<file path="src/ssc_pkg.sv">
// Purpose: shared constants for the serial unit status and control block
// Assumes: 32-bit AXI4-Lite register bus, 8-bit registers in the low byte lanes
// Notes:   offsets, field positions and reset values live only here
`default_nettype none
package ssc_pkg;
  localparam int unsigned ADDR_W = 4;

  // register byte addresses
  localparam logic [3:0] OFS_LINE_STATUS  = 4'h0;
  localparam logic [3:0] OFS_DATA_PORT    = 4'h4;
  localparam logic [3:0] OFS_CONTROL_ONE  = 4'h8;
  localparam logic [3:0] OFS_CONTROL_TWO  = 4'hC;

  // line_status fields
  localparam int unsigned ST_TX_EMPTY  = 7;
  localparam int unsigned ST_TX_DONE   = 6;
  localparam int unsigned ST_RX_FULL   = 5;
  localparam int unsigned ST_IDLE      = 4;
  localparam int unsigned ST_OVERRUN   = 3;
  localparam int unsigned ST_NOISE     = 2;
  localparam int unsigned ST_FRAMING   = 1;
  localparam logic [7:0]  LINE_STATUS_RST = 8'hC0;

  // control_one fields
  localparam int unsigned C1_RX_NINTH = 7;
  localparam int unsigned C1_TX_NINTH = 6;
  localparam int unsigned C1_WORD_LEN = 4;
  localparam int unsigned C1_WAKE     = 3;
  localparam logic [7:0]  CONTROL_ONE_RST = 8'h00;
  localparam logic [7:0]  CONTROL_ONE_WMASK = 8'h58;

  // control_two fields
  localparam int unsigned C2_TX_EMPTY_IE = 7;
  localparam int unsigned C2_TX_DONE_IE  = 6;
  localparam int unsigned C2_RX_IE       = 5;
  localparam int unsigned C2_IDLE_IE     = 4;
  localparam int unsigned C2_TX_EN       = 3;
  localparam int unsigned C2_RX_EN       = 2;
  localparam int unsigned C2_MUTE        = 1;
  localparam int unsigned C2_BREAK       = 0;
  localparam logic [7:0]  CONTROL_TWO_RST = 8'h00;

  // wake-up method encodings
  localparam logic WAKE_IDLE_LINE = 1'b0;
  localparam logic WAKE_ADDR_MARK = 1'b1;

  // word length encodings
  localparam logic WORD_EIGHT = 1'b0;
  localparam logic WORD_NINE  = 1'b1;

  // bus answers
  localparam logic [1:0] RESP_OKAY   = 2'b00;
  localparam logic [1:0] RESP_SLVERR = 2'b10;
endpackage
`default_nettype wire

</file>
<file path="src/ssc_serial_unit_ctrl.sv">
// Purpose: status and control registers of an asynchronous serial unit, AXI4-Lite slave
// Assumes: the shift-register datapath and baud logic sit outside on the same clock
// Notes:   all state freezes while i_clk_en is low; outputs come from flip-flops
// Overview of operation
// - set tx_buffer_empty when holding data moves to shift; irq if enabled
// - tx flags clear only after status access then data port write
// - no new tx load while tx_buffer_empty is still set
// - set tx_complete after data, preamble or break frame; irq if enabled
// - set rx_full when a received word becomes readable; irq if enabled
// - rx flags clear only after status access then data port read
// - idle flag on idle line; not again before rx_full, nor on waking
// - word while rx_full set: overrun set, holding kept, irq if enabled
// - noise flag set on noisy frame, raises no interrupt itself
// - framing flag on desync, heavy noise or break, no interrupt itself
// - framing plus overrun on one word sets only overrun
// - word length: 0 gives eight data bits, 1 gives nine
// - nine-bit mode stores ninth received bit and sends ninth tx bit
// - wake method: 0 idle line, 1 address mark
// - one interrupt request per enabled event, disabled enables inhibit
// - tx enable runs transmitter and gives pin its serial function
// - tx enable off then on during transmission sends a preamble after
// - rx enable switches reception; enabled receiver hunts for start bit
// - mute set or cleared by software, cleared by hardware on wake-up
// - break-send high sends breaks; set then cleared sends one break after
// - muted receiver sets no rx flags and raises no rx interrupts
// - address mark wake: msb one clears mute and sets rx_full
//
// The implementer's own choices: the AXI4-Lite register port and the register addresses.
`default_nettype none
module ssc_serial_unit_ctrl (
  input  wire logic        i_sys_clk,
  input  wire logic        i_rstn,
  input  wire logic        i_clk_en,
  // axi4-lite slave
  input  wire logic [3:0]  i_s_axi_awaddr,
  input  wire logic        i_s_axi_awvalid,
  output logic             o_s_axi_awready,
  input  wire logic [31:0] i_s_axi_wdata,
  input  wire logic [3:0]  i_s_axi_wstrb,
  input  wire logic        i_s_axi_wvalid,
  output logic             o_s_axi_wready,
  output logic [1:0]       o_s_axi_bresp,
  output logic             o_s_axi_bvalid,
  input  wire logic        i_s_axi_bready,
  input  wire logic [3:0]  i_s_axi_araddr,
  input  wire logic        i_s_axi_arvalid,
  output logic             o_s_axi_arready,
  output logic [31:0]      o_s_axi_rdata,
  output logic [1:0]       o_s_axi_rresp,
  output logic             o_s_axi_rvalid,
  input  wire logic        i_s_axi_rready,
  // transmit datapath
  output logic [7:0]       o_tx_word,
  output logic             o_tx_ninth_bit,
  output logic             o_tx_buffer_empty,
  input  wire logic        i_tx_load,
  input  wire logic        i_tx_busy,
  input  wire logic        i_tx_frame_done,
  output logic             o_tx_enable,
  output logic             o_tx_pin_serial,
  output logic             o_tx_nine_bits,
  output logic             o_tx_preamble_req,
  input  wire logic        i_tx_preamble_start,
  output logic             o_tx_break_hold,
  output logic             o_tx_break_req,
  input  wire logic        i_tx_break_start,
  // receive datapath
  input  wire logic        i_rx_word_done,
  input  wire logic [7:0]  i_rx_word,
  input  wire logic        i_rx_ninth,
  input  wire logic        i_rx_noise,
  input  wire logic        i_rx_framing,
  input  wire logic        i_rx_idle,
  output logic             o_rx_enable,
  output logic             o_rx_nine_bits,
  output logic             o_rx_mute,
  // combined request
  output logic             o_irq
);

  // register state
  logic       tx_empty_r, tx_done_r, rx_full_r, idle_r, overrun_r, noise_r, framing_r;
  logic [7:0] ctrl1_r, ctrl2_r;
  logic [7:0] tx_hold_r, rx_hold_r;
  logic       rx_ninth_r;
  logic       idle_armed_r;
  logic [1:0] tx_arm_r;
  logic [4:0] rx_arm_r;
  logic       tx_gap_r, pre_req_r, brk_req_r, irq_r;

  // bus state
  logic       wr_rdy_r, ar_rdy_r, bvalid_r, rvalid_r;
  logic [1:0] bresp_r, rresp_r;
  logic [31:0] rdata_r;

  // ------------------------------------------------------------------ bus decode
  // ready rises only once both write channels are offered, so both are taken at one edge
  wire wr_rdy_nxt = i_s_axi_awvalid & i_s_axi_wvalid & ~wr_rdy_r & ~bvalid_r;
  wire wr_fire   = wr_rdy_r & i_s_axi_awvalid & i_s_axi_wvalid;
  wire [3:0] wr_addr = i_s_axi_awaddr;
  wire [7:0] wr_data = i_s_axi_wdata[7:0];
  wire       wr_lane = i_s_axi_wstrb[0];

  wire wr_status = wr_fire & (wr_addr == ssc_pkg::OFS_LINE_STATUS);
  wire wr_data_p = wr_fire & (wr_addr == ssc_pkg::OFS_DATA_PORT);
  wire wr_c1     = wr_fire & (wr_addr == ssc_pkg::OFS_CONTROL_ONE);
  wire wr_c2     = wr_fire & (wr_addr == ssc_pkg::OFS_CONTROL_TWO);
  wire wr_hit    = wr_status | wr_data_p | wr_c1 | wr_c2;

  wire ar_rdy_nxt = i_s_axi_arvalid & ~ar_rdy_r & ~rvalid_r;
  wire rd_fire   = ar_rdy_r & i_s_axi_arvalid;
  wire rd_status = rd_fire & (i_s_axi_araddr == ssc_pkg::OFS_LINE_STATUS);
  wire rd_data_p = rd_fire & (i_s_axi_araddr == ssc_pkg::OFS_DATA_PORT);
  wire rd_c1     = rd_fire & (i_s_axi_araddr == ssc_pkg::OFS_CONTROL_ONE);
  wire rd_c2     = rd_fire & (i_s_axi_araddr == ssc_pkg::OFS_CONTROL_TWO);
  wire rd_hit    = rd_status | rd_data_p | rd_c1 | rd_c2;

  // data port writes need lane 0; other lanes hold nothing
  wire data_wr   = wr_data_p & wr_lane;

  wire [7:0] status_vec = {tx_empty_r, tx_done_r, rx_full_r, idle_r,
                           overrun_r, noise_r, framing_r, 1'b0};
  wire [7:0] ctrl1_vec  = {rx_ninth_r, ctrl1_r[6:0] & ssc_pkg::CONTROL_ONE_WMASK[6:0]};

  wire [7:0] rd_byte = rd_status ? status_vec :
                       rd_data_p ? rx_hold_r  :
                       rd_c1     ? ctrl1_vec  :
                       rd_c2     ? ctrl2_r    : 8'h00;

  // ------------------------------------------------------------- control fields
  wire nine_bits = ctrl1_r[ssc_pkg::C1_WORD_LEN] == ssc_pkg::WORD_NINE;
  wire wake_addr = ctrl1_r[ssc_pkg::C1_WAKE] == ssc_pkg::WAKE_ADDR_MARK;
  wire tx_en     = ctrl2_r[ssc_pkg::C2_TX_EN];
  wire rx_en     = ctrl2_r[ssc_pkg::C2_RX_EN];
  wire muted     = ctrl2_r[ssc_pkg::C2_MUTE];
  wire brk       = ctrl2_r[ssc_pkg::C2_BREAK];
  wire [7:0] c2_new = wr_data;

  // -------------------------------------------------------------- transmit side
  // the datapath may only take the holding word while the empty flag is low
  wire tx_load_ok = i_tx_load & ~tx_empty_r & tx_en;
  wire [1:0] tx_kill = data_wr ? tx_arm_r : 2'b00;
  wire tx_empty_nxt = tx_load_ok | (tx_empty_r & ~tx_kill[0]);
  wire tx_done_nxt  = (i_tx_frame_done & tx_en) | (tx_done_r & ~tx_kill[1]);

  // preamble request after an off-then-on pulse of tx enable mid-word
  wire txen_fall  = wr_c2 & wr_lane & tx_en & ~c2_new[ssc_pkg::C2_TX_EN];
  wire txen_rise  = wr_c2 & wr_lane & ~tx_en & c2_new[ssc_pkg::C2_TX_EN];
  wire tx_gap_nxt = (txen_fall & i_tx_busy) | (tx_gap_r & ~txen_rise);
  wire pre_nxt    = (txen_rise & tx_gap_r) | (pre_req_r & ~i_tx_preamble_start);
  // dropping break-send still owes one break word
  wire brk_fall   = wr_c2 & wr_lane & brk & ~c2_new[ssc_pkg::C2_BREAK];
  wire brk_nxt    = brk_fall | (brk_req_r & ~i_tx_break_start);

  // --------------------------------------------------------------- receive side
  wire rx_msb      = nine_bits ? i_rx_ninth : i_rx_word[7];
  wire rx_word_ev  = i_rx_word_done & rx_en;
  wire addr_wake   = rx_word_ev & muted & wake_addr & rx_msb;
  wire idle_wake   = i_rx_idle & rx_en & muted & ~wake_addr;
  // a muted receiver touches no flags unless this very word wakes it
  wire rx_live     = rx_word_ev & (~muted | addr_wake);
  wire rx_store    = rx_live & ~rx_full_r;
  wire rx_ovr      = rx_live & rx_full_r;
  wire idle_ev     = i_rx_idle & rx_en & ~muted & idle_armed_r;

  // armed bits: 4 rx_full, 3 idle, 2 overrun, 1 noise, 0 framing
  wire rx_clr      = rd_data_p;
  wire [4:0] rx_kill = rx_clr ? rx_arm_r : 5'b0_0000;

  wire rx_full_nxt = rx_store | (rx_full_r & ~rx_kill[4]);
  wire idle_nxt    = idle_ev  | (idle_r & ~rx_kill[3]);
  wire ovr_nxt     = rx_ovr   | (overrun_r & ~rx_kill[2]);
  wire noise_nxt   = (rx_store & i_rx_noise) | (noise_r & ~rx_kill[1]);
  // overrun words never raise the framing flag
  wire frm_nxt     = (rx_store & i_rx_framing) | (framing_r & ~rx_kill[0]);
  wire idle_arm_nxt = rx_store | (idle_armed_r & ~idle_ev);

  // mute: software write wins over a hardware wake in the same cycle
  wire mute_nxt = (wr_c2 & wr_lane) ? c2_new[ssc_pkg::C2_MUTE] :
                  (addr_wake | idle_wake) ? 1'b0 : muted;

  // -------------------------------------------------------------- interrupt
  wire irq_nxt = (ctrl2_r[ssc_pkg::C2_TX_EMPTY_IE] & tx_empty_r)
               | (ctrl2_r[ssc_pkg::C2_TX_DONE_IE]  & tx_done_r)
               | (ctrl2_r[ssc_pkg::C2_RX_IE]       & (rx_full_r | overrun_r))
               | (ctrl2_r[ssc_pkg::C2_IDLE_IE]     & idle_r);

  // arming: a status access snapshots only the flags that are set right now
  wire st_access   = rd_status | wr_status;
  wire [1:0] tx_arm_nxt = st_access ? {tx_done_r, tx_empty_r} :
                          data_wr ? 2'b00 : tx_arm_r;
  wire [4:0] rx_arm_nxt = st_access ? {rx_full_r, idle_r, overrun_r, noise_r, framing_r} :
                          rx_clr ? 5'b0_0000 : rx_arm_r;

  // ------------------------------------------------------------- bus registers
  always_ff @(posedge i_sys_clk or negedge i_rstn) begin
    if (!i_rstn) begin
      wr_rdy_r  <= 1'b0;
      bvalid_r  <= 1'b0;
      bresp_r   <= ssc_pkg::RESP_OKAY;
    end else if (i_clk_en) begin
      wr_rdy_r <= wr_rdy_nxt;
      if (wr_fire) begin
        bvalid_r  <= 1'b1;
        bresp_r   <= wr_hit ? ssc_pkg::RESP_OKAY : ssc_pkg::RESP_SLVERR;
      end else if (bvalid_r && i_s_axi_bready) begin
        bvalid_r <= 1'b0;
      end
    end
  end

  always_ff @(posedge i_sys_clk or negedge i_rstn) begin
    if (!i_rstn) begin
      ar_rdy_r <= 1'b0;
      rvalid_r <= 1'b0;
      rdata_r  <= 32'h0000_0000;
      rresp_r  <= ssc_pkg::RESP_OKAY;
    end else if (i_clk_en) begin
      ar_rdy_r <= ar_rdy_nxt;
      if (rd_fire) begin
        rvalid_r <= 1'b1;
        rdata_r  <= {24'h00_0000, rd_byte};
        rresp_r  <= rd_hit ? ssc_pkg::RESP_OKAY : ssc_pkg::RESP_SLVERR;
      end else if (rvalid_r && i_s_axi_rready) begin
        rvalid_r <= 1'b0;
      end
    end
  end

  // ----------------------------------------------------------- block registers
  always_ff @(posedge i_sys_clk or negedge i_rstn) begin
    if (!i_rstn) begin
      ctrl1_r   <= ssc_pkg::CONTROL_ONE_RST;
      ctrl2_r   <= ssc_pkg::CONTROL_TWO_RST;
      tx_hold_r <= 8'h00;
    end else if (i_clk_en) begin
      if (wr_c1 && wr_lane) begin
        ctrl1_r <= wr_data & ssc_pkg::CONTROL_ONE_WMASK;
      end
      if (wr_c2 && wr_lane) begin
        ctrl2_r <= wr_data;
      end else begin
        ctrl2_r[ssc_pkg::C2_MUTE] <= mute_nxt;
      end
      if (data_wr) begin
        tx_hold_r <= wr_data;
      end
    end
  end

  always_ff @(posedge i_sys_clk or negedge i_rstn) begin
    if (!i_rstn) begin
      tx_empty_r <= ssc_pkg::LINE_STATUS_RST[ssc_pkg::ST_TX_EMPTY];
      tx_done_r  <= ssc_pkg::LINE_STATUS_RST[ssc_pkg::ST_TX_DONE];
      rx_full_r  <= ssc_pkg::LINE_STATUS_RST[ssc_pkg::ST_RX_FULL];
      idle_r     <= ssc_pkg::LINE_STATUS_RST[ssc_pkg::ST_IDLE];
      overrun_r  <= ssc_pkg::LINE_STATUS_RST[ssc_pkg::ST_OVERRUN];
      noise_r    <= ssc_pkg::LINE_STATUS_RST[ssc_pkg::ST_NOISE];
      framing_r  <= ssc_pkg::LINE_STATUS_RST[ssc_pkg::ST_FRAMING];
      tx_arm_r   <= 2'b00;
      rx_arm_r   <= 5'b0_0000;
      idle_armed_r <= 1'b1;
      tx_gap_r   <= 1'b0;
      pre_req_r  <= 1'b0;
      brk_req_r  <= 1'b0;
      irq_r      <= 1'b0;
    end else if (i_clk_en) begin
      tx_empty_r <= tx_empty_nxt;
      tx_done_r  <= tx_done_nxt;
      rx_full_r  <= rx_full_nxt;
      idle_r     <= idle_nxt;
      overrun_r  <= ovr_nxt;
      noise_r    <= noise_nxt;
      framing_r  <= frm_nxt;
      tx_arm_r   <= tx_arm_nxt;
      rx_arm_r   <= rx_arm_nxt;
      idle_armed_r <= idle_arm_nxt;
      tx_gap_r   <= tx_gap_nxt;
      pre_req_r  <= pre_nxt;
      brk_req_r  <= brk_nxt;
      irq_r      <= irq_nxt;
    end
  end

  // holding register keeps its word on overrun; the shift side is overwritten outside
  always_ff @(posedge i_sys_clk or negedge i_rstn) begin
    if (!i_rstn) begin
      rx_hold_r  <= 8'h00;
      rx_ninth_r <= 1'b0;
    end else if (i_clk_en && rx_store) begin
      rx_hold_r  <= i_rx_word;
      rx_ninth_r <= nine_bits ? i_rx_ninth : rx_ninth_r;
    end
  end

  // ------------------------------------------------------------------ outputs
  assign o_s_axi_awready   = wr_rdy_r;
  assign o_s_axi_wready    = wr_rdy_r;
  assign o_s_axi_bvalid    = bvalid_r;
  assign o_s_axi_bresp     = bresp_r;
  assign o_s_axi_arready   = ar_rdy_r;
  assign o_s_axi_rvalid    = rvalid_r;
  assign o_s_axi_rdata     = rdata_r;
  assign o_s_axi_rresp     = rresp_r;
  assign o_tx_word         = tx_hold_r;
  assign o_tx_ninth_bit    = ctrl1_r[ssc_pkg::C1_TX_NINTH];
  assign o_tx_buffer_empty = tx_empty_r;
  assign o_tx_enable       = ctrl2_r[ssc_pkg::C2_TX_EN];
  assign o_tx_pin_serial   = ctrl2_r[ssc_pkg::C2_TX_EN];
  assign o_tx_nine_bits    = ctrl1_r[ssc_pkg::C1_WORD_LEN];
  assign o_rx_nine_bits    = ctrl1_r[ssc_pkg::C1_WORD_LEN];
  assign o_tx_preamble_req = pre_req_r;
  assign o_tx_break_hold   = ctrl2_r[ssc_pkg::C2_BREAK];
  assign o_tx_break_req    = brk_req_r;
  assign o_rx_enable       = ctrl2_r[ssc_pkg::C2_RX_EN];
  assign o_rx_mute         = ctrl2_r[ssc_pkg::C2_MUTE];
  assign o_irq             = irq_r;

endmodule
`default_nettype wire

</file>
<file path="config.mk">
export PLATFORM = sky130hd
export DESIGN_NAME = ssc_serial_unit_ctrl
export DESIGN_NICKNAME = d
export VERILOG_FILES = /design/src/ssc_pkg.sv /design/src/ssc_serial_unit_ctrl.sv
export SDC_FILE = /design/constraint.sdc
export NUM_CORES = 1
export LEC_CHECK = 0
export BUFFER_PORTS_ARGS = -buffer_cell sky130_fd_sc_hd__buf_2
export CORE_MARGIN = 2
export CORE_UTILIZATION = 51
export DETAILED_ROUTE_END_ITERATION = 6
export PLACE_DENSITY = 0.85
export SYNTH_ARGS = -nofsm -noshare
export SYNTH_HDL_FRONTEND = slang
export SYNTH_SLANG_ARGS = --single-unit
export TNS_END_PERCENT = 1
</file>
<file path="constraint.sdc">
create_clock -name i_sys_clk -period 3.7 [get_ports i_sys_clk]
set_clock_uncertainty 0.1 [all_clocks]
set_input_delay 0.185 -clock i_sys_clk [delete_from_list [all_inputs] [get_ports i_sys_clk]]
set_output_delay 0.185 -clock i_sys_clk [all_outputs]
set_load 0.1 [all_outputs]
</file>
==> results.sh <==
export IMPL_io_buffer_count=77
export IMPL_layout_drive_gt1_share_pct=41.21
export IMPL_syn_area_per_cell_um2=11.99
export IMPL_setup_violations=0
export IMPL_ctsHoldBuffers=16
export IMPL_vias=2249
export IMPL_floorplan_initialDensity_pct=53.46
export IMPL_switching_share_pct=34.87
export IMPL_cp_end_kind="flip-flop"
export IMPL_nFillCells=447
export IMPL_status="finished, final reports clean"
export IMPL_cts_resized=0
export IMPL_tightest_slew_ns=0.7485
export IMPL_critical_path_max_fanout=7
export IMPL_maxSlewHeadroom_pct=50.10
export IMPL_antenna_found_initial=0
export IMPL_period_needed_ns=2.230
export IMPL_finalWorstSetupSlack_ns=1.470
export IMPL_cts_sinks=61
export IMPL_cp_data_required_time_ns=3.82
export IMPL_finish_utilization_pct=65.73
export IMPL_drc_errors=0
export IMPL_grt_max_degree=62
export IMPL_cts_tree="yes"
export IMPL_dp_slack_ns=1.499
export IMPL_final_nets=412
export IMPL_fmax_mhz=448.3
export IMPL_dr_pass1_iters=4
export IMPL_drtIter0Drc=170
export IMPL_p_sw_uw=647.6
export IMPL_yosysSeqAreaShare_pct=51.04
export IMPL_start_kind="flip-flop"
export IMPL_ys_ff_latch=61
export IMPL_die_area_um2=6508
export IMPL_ios=131
export IMPL_areaGrowthSynthToFinish_pct=22.96
export IMPL_p_leak_nw=1.917
export IMPL_n_antenna_cell=0
export IMPL_ys_top_cells_by_area="dfrtp_1 48%, mux2_2 9.4%, buf_4 7.8%"
export IMPL_cts_buffers=9
export IMPL_rsz0062_at_grt="no"
export IMPL_yosysTopAreaCellShare_pct=48.41
export IMPL_clock_latency_ns=0.33
export IMPL_power_mw=1.858
export IMPL_viasPerCell=5.368
export IMPL_fin_crit_sh_pct=60.28
export IMPL_chipWidth_um=80.67
export IMPL_clockBufferDepth=2
export IMPL_ir_worst_vdd_uv=284.6
export IMPL_post_cts_buffers=0
export IMPL_area_sequential_um2=1530
export IMPL_clk_pin_slew_worst_paths_ns=0.07
export IMPL_antenna_left=0
export IMPL_rows=27
export IMPL_coreArea_um2=5608
export IMPL_drv_cap=0
export IMPL_grt_pass1_vias=2166
export IMPL_wire_per_inst_um=15.74
export IMPL_die_h_um=80.67
export IMPL_syn_area_um2=2998
export IMPL_overflow=0
export IMPL_yosys_warnings=0
export IMPL_worstPathArrival_ns=2.35
export IMPL_finalHoldViolations=0
export IMPL_combPwrFrac_pct=23.8
export IMPL_netlist_instances=250
export IMPL_setup_tns_ns=0
export IMPL_h_tree_depth=3
export IMPL_drt_wl_total_um=6594
export IMPL_dp_hpwl_um=4701
export IMPL_yosysUniqueCellTypes=49
export IMPL_synth_edf_count=0
export IMPL_gp_congestion=0.8387
export IMPL_hold_class="in2reg"
export IMPL_power_density_nw_per_um2=503.9
export IMPL_ys_flop_type="dfrtp_1"
export IMPL_power_internal_mw=1.210
export IMPL_synth_async_sr_flop_share_pct=100.0
export IMPL_cts_root_buf="clkbuf_8"
export IMPL_multi_input_area_um2=1250
export IMPL_pwr_share_seq_pct=40.1
export IMPL_grt_use_total_pct=21.56
export IMPL_yosysTopAreaCell="dfrtp_1"
export IMPL_grt_pass1_wl_um=10540
export IMPL_clockPowerShare_pct=36.1
export IMPL_finalMaxSlewViolations=0
export IMPL_crit_type="reg2reg"
==> cell families (layout without fill, tap and decap cells) <==
kind of cell / count (synthesis) / in the layout / synth area share [%]
DFF: 61 / 61 / 51.04
and+or+nand+nor: 56 / 56 / 11.64
AOI/OAI and AO/OA: 50 / 50 / 12.56
buffers and inverters: 46 / 118 / 10.39
muxes: 36 / 36 / 14.23
other: 1 / 26 / 0.1251
==> critical path, cell delays in order, from the launching register on <==
cell and delay, ns:
dfrtp_1 0.46, mux2_4 0.25, a21boi_2 0.07, nor3_2 0.60, buf_4 0.30, mux2_2 0.34
==> synthesized netlist by cell type (2+ instances only) <==
master / count
inv_1: 6
o21ai_0: 12
nand2_1: 20
a22o_2: 2
nand4b_1: 2
nor3b_1: 2
mux2_4: 7
nand4_1: 2
clkbuf_1: 3
nor3_2: 3
nand3_1: 5
buf_4: 31
dfstp_2: 3
mux2_2: 25
nor2b_1: 2
dfrtp_1: 58
a22oi_1: 6
a32o_1: 2
nor4_2: 2
buf_2: 4
a22o_1: 13
a31oi_1: 4
and3_1: 3
nor3_1: 2
nor2_1: 4
mux2i_1: 4
==> sequential cells by signal (all words and copies together), names as in the netlist, 2 cells and up <==
| name | flops |
|---|---|
| o_tx_word | 8 |
| ctrl1_r | 3 |
| tx_arm_r | 2 |
| rx_arm_r | 5 |
| o_s_axi_rdata | 8 |
| rx_hold_r | 8 |
| ctrl2_r | 8 |
==> cell type report <==
type	instances	share of cell area [%]
tap	72	2.444
multi-input combinational	168	33.91
clock inverter	4	1.901
timing repair buffer	96	15.41
sequential	61	41.51
inverter	6	0.6110
clock buffer	12	4.209
==> power groups by stage <==
stage | sequential [mW] | combinational, mW | clock (mW)
floorplan | 0.906 | 0.219 | 0
global placement | 0.754 | 0.425 | 0
detailed placement | 0.756 | 0.429 | 0
CTS | 0.744 | 0.444 | 0.684
global route | 0.750 | 0.463 | 0.709
finish | 0.745 | 0.443 | 0.670
==> metal layers <==
metal	routed length (um)	global-route usage, %	part of all wire, %	up-vias
li1	-	-	-	1044
met1	2912	29.54	44	1094
met2	3156	34.00	48	99
met3	396	2.472	6.0	12
met4	128	10.68	1.9	0
met5	0	0	0	-
==> placed cells by master (no fill, tap or decap), types with 2 or more instances in the layout <==
cell	instances
inv_1	6
bufinv_16	2
mux2_2	25
a31oi_1	4
nor3b_1	2
nor2b_1	2
mux2i_1	4
dlygate4sd3_1	16
a32o_1	2
buf_2	77
buf_4	3
nand4_1	2
nor4_2	2
and3_1	3
nand3_1	5
conb_1	26
a22o_1	13
a22o_2	2
clkinv_2	2
nor2_1	4
nand4b_1	2
dfrtp_1	58
nand2_1	20
a22oi_1	6
nor3_2	3
clkbuf_8	11
nor3_1	2
dfstp_2	3
o21ai_0	12
mux2_4	7
==> final timing paths <==
kind,startpoint,end,slack [ns],cells past startpoint
max in group asynchronous,i_rstn,o_s_axi_arready$_DFFE_PN0P_,2.57,3
worst min register to register,tx_arm_r[0]$_DFFE_PN0P_,o_tx_buffer_empty$_DFFE_PN1P_,0.36,1
worst min-delay path,i_s_axi_rready,o_s_axi_rvalid$_DFFE_PN0P_,0.02,4
min in group asynchronous,i_rstn,o_tx_break_req$_DFFE_PN0P_,0.43,3
worst max register to register,ctrl1_r[4]$_DFFE_PN0P_,rx_hold_r[0]$_DFFE_PN0P_,1.47,5
worst max-delay path,ctrl1_r[4]$_DFFE_PN0P_,rx_hold_r[0]$_DFFE_PN0P_,1.47,5
==> metrics by stage <==
stage | instance area (um2) | cells | hold WS, ns
after CTS | 3686 | 419 | 0.006541
final | 3686 | 419 | 0.01773
after floorplan | 3092 | 275 | -0.2106
after global routing | 3686 | 419 | 0.01744
after global placement | 3301 | 387 | 0.2807
after detailed placement | 3301 | 387 | 0.2881
(Power assumes the default switching activity.)
